`src/hdl/mon_i2c_map.vh`:
```
// constants of the monitor two-wire slave interface
`ifndef MON_I2C_MAP_VH
`define MON_I2C_MAP_VH

// ==========================================
// slave addressing
`define FIXED_ADDR_HI  3'h6
`define BCAST_ADDR     7'h66

// three-state select pin codes
`define PIN_LOW        2'h0
`define PIN_HIGH       2'h1
`define PIN_OPEN       2'h2

// ==========================================
// register map
`define REG_CTRL       3'h6
`define REG_RSVD       3'h7
`define CTRL_RST       8'h0c
`define CTRL_WMASK     8'hfc
`define DATA_LSB_MASK  8'hf0
`define BIT_TEST       4
`define BIT_PAGE_EN    3
`define BIT_TMO_EN     2

// ==========================================
// timing
`define TMO_MS         33
`define CLK_MHZ        100

`endif

```
`src/hdl/monitor_i2c_slave_interface.v`:
```
// two-wire slave interface with register pointer and stuck-bus timer
// Functional notes
// [RQ1] read/write slave: byte, word and page reads and writes
// [RQ2] pointer advances by one after every data byte read or written
// [RQ3] pointer wraps from 06h back to 00h
// [RQ4] stop condition returns pointer to 00h and ends the transfer
// [RQ5] page transfers beyond two bytes disabled when page enable bit clear
// [RQ6] master idles lines high; start and stop are data edges with clock high
// [RQ7] stuck timer runs while either line low, clears when both high
// [RQ8] lines low beyond 33 ms reset the serial state machine
// [RQ9] timeout enable bit clear disables the stuck timer
// [RQ10] address bits 6:4 are 110, 3:0 from select pins, then R/W
// [RQ11] select pin pairs map to nine low address nibbles 7h to fh
// [RQ12] broadcast write address 1100110 accepted regardless of pins
// [RQ13] device pulls data low on ninth clock to acknowledge
// [RQ14] transmitter releases data during the acknowledge pulse
// [RQ15] reading master acks for more, nacks last byte then stops
// [RQ16] master may abort with stop when slave does not acknowledge
// [RQ17] low three command bits load the register pointer
// [RQ18] write data bytes acknowledged, stored at pointer, pointer advances; data registers are stored only while the test bit is set
// [RQ19] read is write address, command, repeated start, read address
// [RQ20] read address acked, selected register sent, next on master ack
// [RQ21] split variant: separate data input, inverted open-drain output
// [RQ22] command bits seven to three ignored
// [RQ23] page enable bit resets to one
// [RQ24] timeout enable bit resets to one
// [RQ25] unmatched address not acked, device idle until next start
// [RQ26] sample on clock rise, change output only while clock low
`include "mon_i2c_map.vh"

module monitor_i2c_slave_interface #(
   parameter [31:0] TIMEOUT_CYCLES = `TMO_MS * 1000 * `CLK_MHZ
) (
   input  wire       clk,
   input  wire       sys_rst,
   input  wire       scl_in,
   input  wire       sda_in,
   output wire       sda_out,
   output reg        sda_oe_n,
   input  wire       split_variant,
   input  wire       split_data_in,
   output wire       inverted_data_out,
   output reg        inverted_data_out_oe_n,
   input  wire [1:0] addr_select_high_pin,
   input  wire [1:0] addr_select_low_pin,
   output wire [7:0] control_reg
);

   // ==========================================
   // states
   localparam [2:0] ST_IDLE = 3'h0;
   localparam [2:0] ST_RX   = 3'h1;
   localparam [2:0] ST_ACK  = 3'h2;
   localparam [2:0] ST_TX   = 3'h3;
   localparam [2:0] ST_RACK = 3'h4;

   localparam [1:0] K_ADDR = 2'h0;
   localparam [1:0] K_CMD  = 2'h1;
   localparam [1:0] K_DATA = 2'h2;

   localparam [21:0] TMO_LIM = TIMEOUT_CYCLES[21:0];

   // ==========================================
   // input synchronisers
   wire       sda_raw;
   reg        scl_m_q;
   reg        scl_s_q;
   reg        scl_p_q;
   reg        sda_m_q;
   reg        sda_s_q;
   reg        sda_p_q;
   reg  [3:0] adr_m_q;
   reg  [3:0] adr_s_q;

   assign sda_raw = split_variant ? split_data_in : sda_in; // [RQ21]

   always @(posedge clk) begin
      if (sys_rst) begin
         scl_m_q <= 1'b1;
         scl_s_q <= 1'b1;
         scl_p_q <= 1'b1;
         sda_m_q <= 1'b1;
         sda_s_q <= 1'b1;
         sda_p_q <= 1'b1;
         adr_m_q <= 4'h0;
         adr_s_q <= 4'h0;
      end else begin
         scl_m_q <= scl_in;
         scl_s_q <= scl_m_q;
         scl_p_q <= scl_s_q;
         sda_m_q <= sda_raw;
         sda_s_q <= sda_m_q;
         sda_p_q <= sda_s_q;
         adr_m_q <= {addr_select_high_pin, addr_select_low_pin};
         adr_s_q <= adr_m_q;
      end
   end

   wire scl_rise = scl_s_q & ~scl_p_q;
   wire scl_fall = ~scl_s_q & scl_p_q;
   wire start_ev = scl_s_q & scl_p_q & sda_p_q & ~sda_s_q; // [RQ6]
   wire stop_ev  = scl_s_q & scl_p_q & ~sda_p_q & sda_s_q; // [RQ6]

   // ==========================================
   // address decode
   reg [3:0] addr_lo;

   always @* begin
      case (adr_s_q) // [RQ11]
         {`PIN_HIGH, `PIN_LOW}:  addr_lo = 4'h7;
         {`PIN_OPEN, `PIN_HIGH}: addr_lo = 4'h8;
         {`PIN_HIGH, `PIN_HIGH}: addr_lo = 4'h9;
         {`PIN_OPEN, `PIN_OPEN}: addr_lo = 4'ha;
         {`PIN_OPEN, `PIN_LOW}:  addr_lo = 4'hb;
         {`PIN_LOW, `PIN_HIGH}:  addr_lo = 4'hc;
         {`PIN_HIGH, `PIN_OPEN}: addr_lo = 4'hd;
         {`PIN_LOW, `PIN_OPEN}:  addr_lo = 4'he;
         default:                addr_lo = 4'hf;
      endcase
   end

   wire [6:0] own_addr = {`FIXED_ADDR_HI, addr_lo}; // [RQ10]

   // ==========================================
   // stuck-bus timer
   reg  [21:0] tmo_q;
   reg  [7:0]  regs_q [0:6];
   wire        tmo_en   = regs_q[`REG_CTRL][`BIT_TMO_EN];
   wire        line_low = ~scl_s_q | ~sda_s_q;
   wire        tmo_fire = (tmo_q == TMO_LIM);

   always @(posedge clk) begin
      if (sys_rst) begin
         tmo_q <= 22'h0;
      end else if (!tmo_en || !line_low) begin // [RQ7] [RQ9]
         tmo_q <= 22'h0;
      end else if (!tmo_fire) begin
         tmo_q <= tmo_q + 22'h1; // [RQ7]
      end
   end

   // ==========================================
   // serial engine
   reg  [2:0] st_q;
   reg  [1:0] kind_q;
   reg  [3:0] cnt_q;
   reg  [7:0] sh_q;
   reg        rw_q;
   reg        drv_q;
   reg  [2:0] ptr_q;
   reg  [1:0] nb_q;
   reg        macked_q;
   reg  [7:0] rd_val;

   wire       page_ok  = regs_q[`REG_CTRL][`BIT_PAGE_EN] | (nb_q < 2'h2); // [RQ5]
   wire [2:0] ptr_nxt  = (ptr_q >= `REG_CTRL) ? 3'h0 : ptr_q + 3'h1; // [RQ2] [RQ3]
   wire       addr_hit = (sh_q[7:1] == own_addr) ||
                         (sh_q[7:1] == `BCAST_ADDR && !sh_q[0]); // [RQ12]
   wire       wr_ok    = (ptr_q == `REG_CTRL) || regs_q[`REG_CTRL][`BIT_TEST];

   always @* begin
      if (ptr_q == `REG_RSVD) begin
         rd_val = 8'h00;
      end else if (ptr_q == `REG_CTRL) begin
         rd_val = regs_q[ptr_q] & `CTRL_WMASK;
      end else if (ptr_q[0]) begin
         rd_val = regs_q[ptr_q] & `DATA_LSB_MASK;
      end else begin
         rd_val = regs_q[ptr_q];
      end
   end

   integer i;

   always @(posedge clk) begin
      if (sys_rst) begin
         st_q     <= ST_IDLE;
         kind_q   <= K_ADDR;
         cnt_q    <= 4'h0;
         sh_q     <= 8'h00;
         rw_q     <= 1'b0;
         drv_q    <= 1'b0;
         ptr_q    <= 3'h0;
         nb_q     <= 2'h0;
         macked_q <= 1'b0;
         for (i = 0; i < 6; i = i + 1) begin
            regs_q[i] <= 8'h00;
         end
         regs_q[`REG_CTRL] <= `CTRL_RST; // [RQ23] [RQ24]
      end else if (stop_ev || tmo_fire) begin
         st_q  <= ST_IDLE; // [RQ4] [RQ8]
         drv_q <= 1'b0;
         ptr_q <= 3'h0; // [RQ4]
         nb_q  <= 2'h0;
      end else if (start_ev) begin
         st_q   <= ST_RX;
         kind_q <= K_ADDR;
         cnt_q  <= 4'h0;
         drv_q  <= 1'b0;
         nb_q   <= 2'h0;
      end else begin
         case (st_q)
            ST_RX: begin
               if (scl_rise && cnt_q != 4'h8) begin
                  sh_q  <= {sh_q[6:0], sda_s_q}; // [RQ26]
                  cnt_q <= cnt_q + 4'h1;
               end else if (scl_fall && cnt_q == 4'h8) begin
                  case (kind_q)
                     K_ADDR: begin
                        if (addr_hit) begin
                           rw_q  <= sh_q[0]; // [RQ1]
                           drv_q <= 1'b1; // [RQ13]
                           st_q  <= ST_ACK;
                        end else begin
                           st_q <= ST_IDLE; // [RQ25]
                        end
                     end
                     K_CMD: begin
                        ptr_q <= sh_q[2:0]; // [RQ17] [RQ22]
                        drv_q <= 1'b1; // [RQ13]
                        st_q  <= ST_ACK;
                     end
                     default: begin
                        if (page_ok) begin
                           if (ptr_q != `REG_RSVD && wr_ok) begin
                              regs_q[ptr_q] <= (ptr_q == `REG_CTRL) ?
                                 (sh_q & `CTRL_WMASK) : sh_q; // [RQ18]
                           end
                           ptr_q <= ptr_nxt; // [RQ2] [RQ18]
                           if (nb_q != 2'h2) begin
                              nb_q <= nb_q + 2'h1;
                           end
                           drv_q <= 1'b1; // [RQ13]
                           st_q  <= ST_ACK;
                        end else begin
                           st_q <= ST_IDLE; // [RQ5]
                        end
                     end
                  endcase
               end
            end
            ST_ACK: begin
               if (scl_fall) begin
                  cnt_q <= 4'h0;
                  if (kind_q == K_ADDR && rw_q) begin
                     sh_q  <= rd_val; // [RQ20]
                     drv_q <= ~rd_val[7];
                     cnt_q <= 4'h1;
                     ptr_q <= ptr_nxt; // [RQ2]
                     nb_q  <= 2'h1;
                     st_q  <= ST_TX;
                  end else begin
                     drv_q  <= 1'b0;
                     kind_q <= (kind_q == K_ADDR) ? K_CMD : K_DATA;
                     st_q   <= ST_RX;
                  end
               end
            end
            ST_TX: begin
               if (scl_fall) begin
                  if (cnt_q == 4'h8) begin
                     drv_q    <= 1'b0; // [RQ14]
                     macked_q <= 1'b0;
                     st_q     <= ST_RACK;
                  end else begin
                     sh_q  <= {sh_q[6:0], 1'b0};
                     drv_q <= ~sh_q[6]; // [RQ26]
                     cnt_q <= cnt_q + 4'h1;
                  end
               end
            end
            ST_RACK: begin
               if (scl_rise) begin
                  if (!sda_s_q && page_ok) begin
                     macked_q <= 1'b1; // [RQ15]
                  end else begin
                     st_q <= ST_IDLE; // [RQ5]
                  end
               end else if (scl_fall && macked_q) begin
                  sh_q  <= rd_val; // [RQ20]
                  drv_q <= ~rd_val[7];
                  cnt_q <= 4'h1;
                  ptr_q <= ptr_nxt; // [RQ2] [RQ3]
                  if (nb_q != 2'h2) begin
                     nb_q <= nb_q + 2'h1;
                  end
                  st_q <= ST_TX;
               end
            end
            default: begin
               drv_q <= 1'b0;
            end
         endcase
      end
   end

   // ==========================================
   // pin drivers
   always @(posedge clk) begin
      if (sys_rst) begin
         sda_oe_n               <= 1'b1;
         inverted_data_out_oe_n <= 1'b1;
      end else begin
         sda_oe_n               <= ~(drv_q & ~split_variant);
         inverted_data_out_oe_n <= ~(~drv_q & split_variant); // [RQ21]
      end
   end

   assign sda_out           = 1'b0;
   assign inverted_data_out = 1'b0;
   assign control_reg       = regs_q[`REG_CTRL];

endmodule // monitor_i2c_slave_interface

```
`config.mk`:
```
export PLATFORM = sky130hd
export DESIGN_NAME = monitor_i2c_slave_interface
export DESIGN_NICKNAME = d
export VERILOG_FILES = /design/src/hdl/monitor_i2c_slave_interface.v
export VERILOG_INCLUDE_DIRS = /design/src /design/src/hdl
export SDC_FILE = /design/constraint.sdc
export NUM_CORES = 1
export LEC_CHECK = 0
export BUFFER_PORTS_ARGS = -buffer_cell sky130_fd_sc_hd__buf_4
export CAP_MARGIN = 20
export CORE_MARGIN = 1
export CORE_UTILIZATION = 65
export DETAILED_ROUTE_END_ITERATION = 10
export PLACE_DENSITY_LB_ADDON = 0.15
export SYNTH_ARGS = -nofsm -noshare
export SYNTH_HDL_FRONTEND = slang
export SYNTH_SLANG_ARGS = --single-unit
export TNS_END_PERCENT = 100
```
`constraint.sdc`:
```
create_clock -name clk -period 5.2 [get_ports clk]
set_input_delay 1.56 -clock clk [delete_from_list [all_inputs] [get_ports clk]]
set_output_delay 1.56 -clock clk [all_outputs]
set_load 0.1 [all_outputs]
```
== Word-level counts from Yosys, hierarchy flattened ==
Memory sizes are Yosys's and may differ from the RTL's. A register that Yosys moved wholly into a read port is not among the register bits.
Index checks and enable logic that the tools add are counted.

* Memories: 2
* RAM bits: 56
* Output and inout port bits: 12
* Register bits: 59
* Bits in read-only memories: 64
* Logic and storage cells: 231

* Multiplexer cells: 96
* Add/subtract/negate cells: 4
* Reduce and logical (&&, ||, !) cells: 37
* Equal/unequal tests: 46
* Order comparisons: 2
* Bitwise gates (word level): 24

{| class="wikitable"
|+ Memories
! memory !! words !! bits a word !! read ports !! clocked after memory_dff !! write ports !! RTL line !! source
|-
| (no name shown) || 16 || 4 || 1 || 1 || 0 || monitor_i2c_slave_interface.v:109 || <nowiki>case (adr_s_q)</nowiki>
|-
| regs_q || 7 || 8 || 2 || 1 || 7 || monitor_i2c_slave_interface.v:127 || <nowiki>reg [7:0] regs_q [0:6];</nowiki>
|}

{| class="wikitable"
|+ Operators with widths
! operator !! number
|-
| $mux 8 || 9
|-
| $mux 3 || 19
|-
| $mux 4 || 10
|-
| $ne 3x3->1 const B || 13
|-
| $mux 2 || 18
|-
| $ne 2x2->1 const B || 17
|-
| $pmux 8 s4 || 1
|-
| $reduce_and 8->1 || 4
|-
| $mux 1 || 30
|-
| $add 22x1->22 const B || 1
|-
| $eq 22x22->1 const B || 1
|-
| $reduce_and 10->1 || 2
|-
| $pmux 4 s4 || 1
|-
| $reduce_and 7->1 || 2
|-
| $not 1->1 || 13
|-
| $ne 4x4->1 const B || 3
|-
| $pmux 3 s2 || 2
|-
| $pmux 3 s4 || 1
|-
| $and 1x1->1 || 9
|-
| $eq 3x3->1 const B || 3
|-
| $pmux 3 s3 || 1
|-
| $reduce_and 9->1 || 1
|-
| $reduce_or 8->1 || 1
|-
| $eq 7x7->1 || 1
|-
| 27 further kinds || 46
|}

== Logic depth before layout (Yosys ltp) ==
Gate-level depths: netlist (run 1).

* Word-level depth: 15
* Mapped depth: 10
* Depth with buffers taken out: 8

== Worst setup path before layout (run 1) ==
Ideal clock, no wire load.

* Kind: reg2reg
* Start point: mem regs_q[6][3]
* End point: mem regs_q[0][0] (enable)
* Slack: 2,041 ps
* Data required time: 4,871 ps
* Buffers on the path: 2
* Cell stages (with the launch flop): 9
* Arrival: 2,829 ps
* Library setup time: 329 ps
* Path through: dfxtp_1 > nor2b_1 > nand2b_1 > or4_1 > buf_2 > nor3_1 > and3b_1 > clkbuf_1 > or2_1

{| class="wikitable"
|+ RTL lines
! item !! RTL line
|-
| start: declaration || monitor_i2c_slave_interface.v:127
|}

==> metrics.yaml, run 1 <==
outcome:
  status: "finished clean"
sta:
  holdWs_ns: 0.407
  min_period_ns: 3.32
  drv_slew: 0
  setup_violations: 0
  setup_tns_ns: 0
  fin_skew_ns: 0.00963
  finalCritPeriodShare_pct: 63.8
  worst_pin_slew_ns: 0.906
  max_freq_mhz: 301
  relSlewSlack_pct: 39.4
  rsz0062_at_grt: "false"
  hold_viol: 0
routing:
  dr.first_iter.drc_count: 358
  dr.pass1.iters: 5
  avgRoutedWirePerCell_um: 18.8
  routed_wl_mm: 13.8
  via_count: 4489
  vias_per_cell: 6.11
  drcViolationCount: 0
  ant_nets: 0
setup_path:
  r2r_setup_slack_ns: 1.88
  cp.required_ns: 5.39
  worstRegToRegCells: 6
  critPathArrivalTime_ns: 3.51
  crit_path_max_fanout: 15
  startpoint: "st_q[0]"
  crit_path_end_kind: "register"
  path_class: "reg -> reg"
  reg2reg_to: "regs_q[2][3]"
  cp-start-kind: "register"
  rr_startpoint: "st_q[0]"
power:
  ir_worst_vdd_mv: 0.250
  p_switching_w: 0.000544
  power_density_nw_per_um2: 346
  p_clk_share_pct: 52.2
  power.internal_w: 0.00191
  pwr-share-comb_pct: 3.2
  power.share.sequential_pct: 44.6
  swShare_pct: 22.2
  leakage_nw: 2.55
cts:
  clkLatencyLatePin_ns: 0.53
  cts.hold.buffers_added: 0
  root_buffer: "clkbuf_8"
  cts.path.max_buffers: 2
  h-tree-depth: 4
  cts_buffers: 17
  cts_tree: "built"
  post-cts-setup-buffers: 0
  clock-sinks: 130
  path_clk_slew_ns: 0.07
  ctsResizeCount: 0
cells_and_area:
  final_nets: 613
  final_common_cell: "dfxtp_1"
  diodes: 0
  ff_latch_area_um2: 3160
  final_cell_area_um2: 7080
  area_growth_pct: 13.1
  fin_util_pct: 76.3
  multiInputGateArea_um2: 2870
  mostFrequentLayoutCells: "dfxtp_1, nor2_1, edfxtp_1"
  drive_gt1_share_pct: 13.9
  fill_cells: 625
die:
  row_count: 35
  die-width_um: 100
  dieArea_um2: 10000
  io_pins: 22
  initial_core_util_pct: 67.4
  core-area_um2: 9280
  die_y_um: 100
synthesis:
  async_flop_share_pct: 0
  synthFlopType: "dfxtp_1"
  synth_cell_types: 62
  yosys_warnings: 0
  synth-edff-count: 56
  ys_ff_latch: 130
  seq_area_frac_synth_pct: 50.5
  synth_area_per_cell_um2: 10.6
  netlist_area_um2: 6260
  postSynthCellCount: 590
min_path:
  holdPathStages: 1
  min-delay-start: "sda_m_q"
  hold_class: "reg -> reg"
  hold_path_end: "sda_s_q"
placement:
  placed_cell_area_um2: 6420
  io_buffers: 19
  gp_congestion: 0.957
  dpl.hpwl_mm: 9.32
global_routing:
  grt_pass1_vias: 4230
  grt_util_all_layers_pct: 30.0
  grt_overflow: 0
  antenna_found_initial: 0
  grt_pass1_wl_mm: 22.4
  grt_max_degree: 57
job:
  maxCapViolCount: 0
-- synthesized netlist by cell type, drive strengths merged (2+ instances only) --
cell type  instances  area share, %
o21bai             2           0.24
and3b              3           0.42
nor3b              4           0.66
nand3             15            1.2
mux4              16            5.8
nand4              6           0.60
and4b              3           0.48
and3               8           0.80
nand2             18            1.1
nor3              20            1.6
nor4              10            1.0
a211o              3           0.42
ha                10            2.0
nand3b             5           0.60
a31oi              4           0.40
a41o               2           0.32
xor2              16            2.2
o21ai             11           0.88
buf               14            1.3
or3                3           0.30
mux2               3           0.54
dfxtp             74             24
inv               15           0.90
nor4b              3           0.42
nor2b             15            1.5
a21oi             17            1.4
a311oi             3           0.42
clkbuf            26            1.6
xnor2              8            1.1
edfxtp            56             27
nand2b            13            1.3
a211oi            16            2.0
a2111oi            2           0.28
nor2              65            3.9
or4                4           0.54
mux2i             19            3.0
and2              49            4.9
or2               12            1.2
-- flip-flops by register name, summed over array words and instances, names as in the netlist, 2 cells and up, named ones only --
register  cells
sh_q          8
st_q          3
regs_q       64
tmo_q        22
nb_q          2
adr_m_q       4
kind_q        2
cnt_q         4
addr_lo       4
ptr_q         3
-- how the worst max path moves through the flow --
stage                   endpoint  slack, ns  depth (start not counted)
floorplan           regs_q[0][0]       2.04                          8
global placement    regs_q[6][2]       2.09                          5
detailed placement  regs_q[2][4]       1.93                          6
CTS                 regs_q[2][2]       1.91                          6
global route        regs_q[2][2]       1.60                          6
finish              regs_q[2][3]       1.88                          6
-- logic make-up after synthesis --
kind of cell | synth area share (%)
fa+ha+maj | 2.00
xor+xnor | 3.36
mux | 9.34
other cells | 0.0599
compound gates | 7.64
buf+inv | 3.72
flops | 50.5
simple gates | 23.4
-- worst max-delay path, cell delays in order, from the launching register on --
cell and delay [ns]:
dfxtp_1 0.56, nor3b_4 0.35, nand3_1 0.12, or4_1 0.66, nor3_1 0.51, and4b_1 0.45, or2_1 0.35
-- routing by layer --
layer | track usage, % | vias up | routed length [um]
met3 | 6.41 | 29 | 1050
met5 | 0 | - | 0
li1 | - | 2128 | -
met4 | 11.9 | 0 | 250
met1 | 41.2 | 2142 | 5970
met2 | 46.6 | 190 | 6570
-- cell type report --
type,instances,area share (%)
Inverter,15,0.795
Sequential cell,130,44.7
Clock inverter,15,3.11
Multi-Input combinational cell,406,40.6
Clock buffer,17,5.85
Timing Repair Buffer,23,2.72
Tap cell,129,2.28
-- through the flow --
step	setup WS, ns	power (W)	instances
floorplan	2.04	0.00117	591
global placement	2.09	0.00119	702
detailed placement	1.93	0.00119	702
CTS	1.91	0.00246	734
global route	1.60	0.00253	735
finish	1.88	0.00245	735
-- power groups by stage --
stage	clock, W	sequential [W]	combinational (W)
after global placement	0	0.00111	0.0000738
final	0.00128	0.00109	0.0000788
after global routing	0.00135	0.00110	0.0000849
after floorplan	0	0.00111	0.0000576
after detailed placement	0	0.00112	0.0000761
after CTS	0.00129	0.00109	0.0000769
Note: power is estimated with default switching activity, not from simulation.
==> run 2: changes to the inputs <==
Settings changed: CORE_UTILIZATION 65 to 62.
Clock period 5.2 ns to 3.41 ns, I/O delays scaled along.
==> run 2 against run 1 <==
  * Clock power grew 41%
  * Clock skew shrank 0.0015 ns
  * Fmax grew 10%
  * First-iteration DRC count shrank 26%
  * Wire length shrank 1.4%
  * Sequential share of layout area shrank 0.063 points
==> metrics.yaml, run 2 (synthesis gave the netlist of run 1 again) <==
placement:
  dpl.hpwl_mm: 9.64  # +3.4%
  gp_congestion: 0.915  # -4.4%
  io_buffers: 19  # unchanged
setup_path:
  critPathArrivalTime_ns: 3.20  # -0.31 ns
  reg2reg_to: "regs_q[3][2]"
  cp.required_ns: 3.59  # -1.80 ns
  path_class: "reg -> reg"
  crit_path_end_kind: "register"
  worstRegToRegCells: 7  # +1
  rr_startpoint: "ptr_q[0]"
  r2r_setup_slack_ns: 0.39  # -1.49 ns
  cp-start-kind: "register"
  crit_path_max_fanout: 11  # -4
cts:
  cts.path.max_buffers: 2  # unchanged
  ctsResizeCount: 0  # unchanged
  cts.hold.buffers_added: 0  # unchanged
  h-tree-depth: 4  # unchanged
  post-cts-setup-buffers: 0  # unchanged
  cts_buffers: 17  # unchanged
  cts_tree: "built"
  clock-sinks: 130  # unchanged
  root_buffer: "clkbuf_8"
  clkLatencyLatePin_ns: 0.52  # about the same
  path_clk_slew_ns: 0.06  # about the same
routing:
  ant_nets: 0  # unchanged
  vias_per_cell: 6.00  # -1.8%
  dr.first_iter.drc_count: 266  # -26%
  routed_wl_mm: 13.6  # -1.4%
  drcViolationCount: 0  # unchanged
  dr.pass1.iters: 5  # unchanged
  avgRoutedWirePerCell_um: 18.2  # -3.2%
  via_count: 4487  # -0.045%
power:
  swShare_pct: 21.2  # -0.96 points
  power.share.sequential_pct: 46.4  # +1.8 points
  leakage_nw: 2.57  # +0.43%
  power.internal_w: 0.00283  # +49%
  power_density_nw_per_um2: 507  # +47%
  p_switching_w: 0.000764  # +40%
  pwr-share-comb_pct: 3.4  # +0.2 points
  ir_worst_vdd_mv: 0.418  # +67%
  p_clk_share_pct: 50.2  # -2.0 points
die:
  core-area_um2: 9770  # +5.3%
  die-width_um: 102  # +2.3%
  initial_core_util_pct: 64.0  # -3.4 points
  dieArea_um2: 10500  # +4.7%
  die_y_um: 102  # +2.3%
  io_pins: 22  # unchanged
  row_count: 36  # +2.9%
cells_and_area:
  largest_register: "regs_q"
  largest_register_ffs: 64  # unchanged
  final_common_cell: "dfxtp_1"
  final_nets: 622  # +1.5%
  area_growth_pct: 13.3
  fill_cells: 764  # +22%
  top_regs: "regs_q: 64 flops, tmo_q: 22 flops, sh_q: 8 flops"
  mostFrequentLayoutCells: "dfxtp_1, nor2_1, edfxtp_1"
  drive_gt1_share_pct: 14.8  # +0.94 points
  diodes: 0  # unchanged
global_routing:
  grt_overflow: 0  # unchanged
  use_met2_pct: 47.0  # +0.40 points
  busiest_layer: "met2"
  grt_pass1_vias: 4229  # -0.024%
  grt_use_met3_pct: 5.54  # -0.87 points
  grt_pass1_wl_mm: 21.7  # -2.9%
  antenna_found_initial: 0  # unchanged
  met1_usage_pct: 36.1  # -5.2 points
  grt_util_all_layers_pct: 28.1  # -1.8 points
  grt_max_degree: 37  # -35%
sta:
  setup_tns_ns: 0  # unchanged
  rsz0062_at_grt: "false"
  drv_slew: 0  # unchanged
  max_freq_mhz: 332  # +10%
  relSlewSlack_pct: 45.0  # +5.6 points
  holdWs_ns: 0.406  # -0.00144 ns
  hold_viol: 0  # unchanged
  fin_skew_ns: 0.00816  # -0.00147 ns
  setup_violations: 0  # unchanged
  finalCritPeriodShare_pct: 88.4  # +25 points
  worst_pin_slew_ns: 0.822  # -0.0839 ns
  min_period_ns: 3.02  # -0.303 ns
min_path:
  holdPathStages: 1  # unchanged
  min-delay-start: "scl_m_q"
  hold_class: "reg -> reg"
  hold_path_end: "scl_s_q"
job:
  maxCapViolCount: 0  # unchanged
outcome:
  status: "finished clean"
-- run 2: routing by layer --
layer | routed length, um | vias up | share of wire, %
met5 | 0 | - | 0
met4 | 238 | 0 | 1.7
met3 | 726 | 20 | 5.3
met2 | 6860 | 130 | 50
met1 | 5820 | 2195 | 43
li1 | - | 2142 | -
-- run 2: area by class of cell --
| class | count | area, um2 | area share, % |
|---|---|---|---|
| clock buffers | 20 | 435 | 6.14 |
| well taps | 133 | 166 | 2.35 |
| repair buffers | 32 | 240 | 3.39 |
| inverters | 15 | 56.3 | 0.794 |
| flip-flops and latches | 130 | 3160 | 44.6 |
| clock inverters | 12 | 156 | 2.21 |
| multi-input cells | 406 | 2870 | 40.5 |
-- run 2: power groups by stage --
stage / combinational, W / sequential (W) / clock, W
final: 0.000122 / 0.00167 / 0.00180
after global placement: 0.000119 / 0.00170 / 0
after detailed placement: 0.000121 / 0.00170 / 0
after CTS: 0.000122 / 0.00167 / 0.00182
after floorplan: 0.0000878 / 0.00170 / 0
after global routing: 0.000133 / 0.00167 / 0.00188
-- run 2: how the worst max path moves through the flow --
stage	startpoint	end	slack [ns]	depth (start not counted)
after floorplan	regs_q[6][3]	regs_q[0][0]	0.25	8
after global placement	ptr_q[0]	regs_q[3][5]	0.51	7
final	ptr_q[0]	regs_q[3][2]	0.39	7
after detailed placement	ptr_q[0]	regs_q[3][5]	0.42	7
after CTS	ptr_q[0]	regs_q[3][2]	0.41	7
after global routing	cnt_q[0]	regs_q[1][4]	0.18	9
-- run 2: worst max-delay path, stage by stage (launching register included) --
cell	delay, ns
dfxtp_1	0.41
ha_1	0.25
ha_1	0.27
or4_1	0.67
nor3_1	0.24
buf_4	0.16
and4b_1	0.34
or2_1	0.34
-- run 2: metrics by stage --
| step | instances | area [um2] | utilization (%) | setup slack, ns | total power [W] |
|---|---|---|---|---|---|
| global placement | 716 | 6500 | 66.5 | 0.513 | 0.00182 |
| finish | 748 | 7090 | 72.5 | 0.395 | 0.00360 |
| global route | 748 | 7090 | 72.5 | 0.177 | 0.00369 |
| floorplan | 591 | 6260 | - | 0.251 | 0.00178 |
| detailed placement | 716 | 6500 | 66.5 | 0.416 | 0.00182 |
| CTS | 748 | 7090 | 72.5 | 0.410 | 0.00361 |
==> run 3: changes to the inputs <==
Settings changed: BUFFER_PORTS_ARGS -buffer_cell sky130_fd_sc_hd__buf_4 to -buffer_cell sky130_fd_sc_hd__buf_2.
==> run 3 against run 2 <==
  * Via count shrank 1.4%
  * Worst setup slack worse by 0.042 ns
  * Final cell count shrank 0.27%
  * Critical endpoint is now regs_q[3][0]
==> metrics.yaml, run 3 (synthesis gave the netlist of run 1 again) <==
outcome:
  status: "finished clean"
global_routing:
  grt_max_degree: 34  # -8.1%
  use_met2_pct: 47.0  # unchanged
  grt_util_all_layers_pct: 28.5  # +0.34 points
  met1_usage_pct: 35.6  # -0.47 points
  grt_pass1_wl_mm: 21.9  # +0.73%
  grt_overflow: 0  # unchanged
  grt_use_met3_pct: 7.05  # +1.5 points
  busiest_layer: "met2"
  antenna_found_initial: 0  # unchanged
  grt_pass1_vias: 4327  # +2.3%
routing:
  dr.pass1.iters: 5  # unchanged
  avgRoutedWirePerCell_um: 18.2  # -0.39%
  routed_wl_mm: 13.6  # -0.65%
  dr.first_iter.drc_count: 233  # -12%
  drcViolationCount: 0  # unchanged
  vias_per_cell: 5.93  # -1.1%
  via_count: 4426  # -1.4%
  ant_nets: 0  # unchanged
setup_path:
  critPathArrivalTime_ns: 3.25  # +0.05 ns
  crit_path_end_kind: "register"
  crit_top_cell: "ha_1"
  slowest_delay_ns: 0.68  # about the same
  path_class: "reg -> reg"
  r2r_setup_slack_ns: 0.35  # -0.04 ns
  cp_top_family: "simple AND/OR/NAND/NOR gates"
  path_cells: "ha_1 > ha_1 > or4_1 > nor3_1 > buf_4 > and4b_1 > or2_1"
  cp-start-kind: "register"
  crit_path_max_fanout: 11  # unchanged
  cp.required_ns: 3.60  # about the same
  crit_path_top_delay_cell: "or4_1"
  crit_buf_inv: 1  # unchanged
cts:
  h-tree-depth: 4  # unchanged
  post-cts-setup-buffers: 0  # unchanged
  cts_buffers: 17  # unchanged
  clkLatencyLatePin_ns: 0.53  # about the same
  cts_tree: "built"
  clock-sinks: 130  # unchanged
  ctsResizeCount: 0  # unchanged
  path_clk_slew_ns: 0.06  # about the same
  root_buffer: "clkbuf_8"
  cts.path.max_buffers: 2  # unchanged
  cts.hold.buffers_added: 0  # unchanged
cells_and_area:
  largest_register_ffs: 64  # unchanged
  final_common_cell: "dfxtp_1"
  instances_no_fill: 746  # -0.27%
  drive_gt1_share_pct: 14.4  # -0.44 points
  largest_register: "regs_q"
  mostFrequentLayoutCells: "dfxtp_1, nor2_1, edfxtp_1"
  area_growth_pct: 12.3
  top_regs: "regs_q: 64 flops, tmo_q: 22 flops, sh_q: 8 flops"
  diodes: 0  # unchanged
  fin_util_pct: 71.9  # -0.64 points
  final_nets: 620  # -0.32%
power:
  power.share.sequential_pct: 46.6  # +0.2 points
  ir_worst_vdd_mv: 0.300  # -28%
  power.internal_w: 0.00283  # -0.22%
  p_clk_share_pct: 50.1  # about the same
  swShare_pct: 21.1  # -0.19 points
  power_w: 0.00358  # -0.46%
  pwr-share-comb_pct: 3.3  # about the same
  p_switching_w: 0.000754  # -1.4%
  power_density_nw_per_um2: 509  # +0.42%
  leakage_nw: 2.54  # -0.94%
sta:
  fin_skew_ns: 0.00835  # +0.000192 ns
  setup_tns_ns: 0  # unchanged
  relSlewSlack_pct: 44.1  # -0.91 points
  drv_slew: 0  # unchanged
  finalCritPeriodShare_pct: 89.7  # +1.2 points
  min_period_ns: 3.06  # +0.0421 ns
  hold_viol: 0  # unchanged
  max_freq_mhz: 327  # -1.4%
  setup_violations: 0  # unchanged
  rsz0062_at_grt: "false"
  worst_pin_slew_ns: 0.836  # +0.0137 ns
die:
  die-width_um: 102  # unchanged
  die_y_um: 102  # unchanged
  io_pins: 22  # unchanged
  core-area_um2: 9770  # unchanged
  row_count: 36  # unchanged
  initial_core_util_pct: 64.0  # unchanged
  dieArea_um2: 10500  # unchanged
placement:
  dpl.hpwl_mm: 9.58  # -0.59%
  gp_congestion: 0.893  # -2.4%
  io_buffers: 19  # unchanged
  dp.cells: 714  # -0.28%
job:
  maxCapViolCount: 0  # unchanged
min_path:
  hold_class: "reg -> reg"
==> run 3: worst reg2reg max path: stages, from the launching register on <==
cell and delay, ns:
dfxtp_1 0.42, ha_1 0.26, ha_1 0.28, or4_1 0.68, nor3_1 0.23, buf_4 0.16
and4b_1 0.35, or2_1 0.35
==> run 3: worst paths after layout <==
path         startpoint            to  cells past startpoint
max            ptr_q[0]  regs_q[3][0]                      7
min             sda_m_q       sda_s_q                      1
max reg2reg    ptr_q[0]  regs_q[3][0]                      7
min reg2reg     sda_m_q       sda_s_q                      1
==> run 3: power groups by stage <==
stage	Sequential, W	Clock, W	Combinational, W
2_1_floorplan	0.00170	0	0.0000878
3_3_place_gp	0.00170	0	0.000116
3_5_place_dp	0.00170	0	0.000118
4_1_cts	0.00167	0.00181	0.000119
5_1_grt	0.00167	0.00188	0.000130
6_report	0.00167	0.00179	0.000118
==> run 3: metal layers <==
metal / part of all wire (%) / wire [um]
met5: 0 / 0
met1: 43 / 5780
met3: 5.3 / 720
met2: 50 / 6750
met4: 2.2 / 302
==> run 3: layout make-up <==
cell class	count	area, um2
clock buffers	20	435
clock inverters	12	156
fillers	719	2750
inverters	15	56.3
multi-input cells	406	2870
flip-flops and latches	130	3160
well taps	133	166
repair buffers	30	178
==> run 3: stage by stage <==
step	hold WS, ns	cell area (um2)	setup WS [ns]
after floorplan	0.389	6260	0.251
after global placement	0.397	6440	0.524
after detailed placement	0.394	6440	0.411
after CTS	0.410	7030	0.401
after global routing	0.424	7030	0.225
final	0.408	7030	0.352
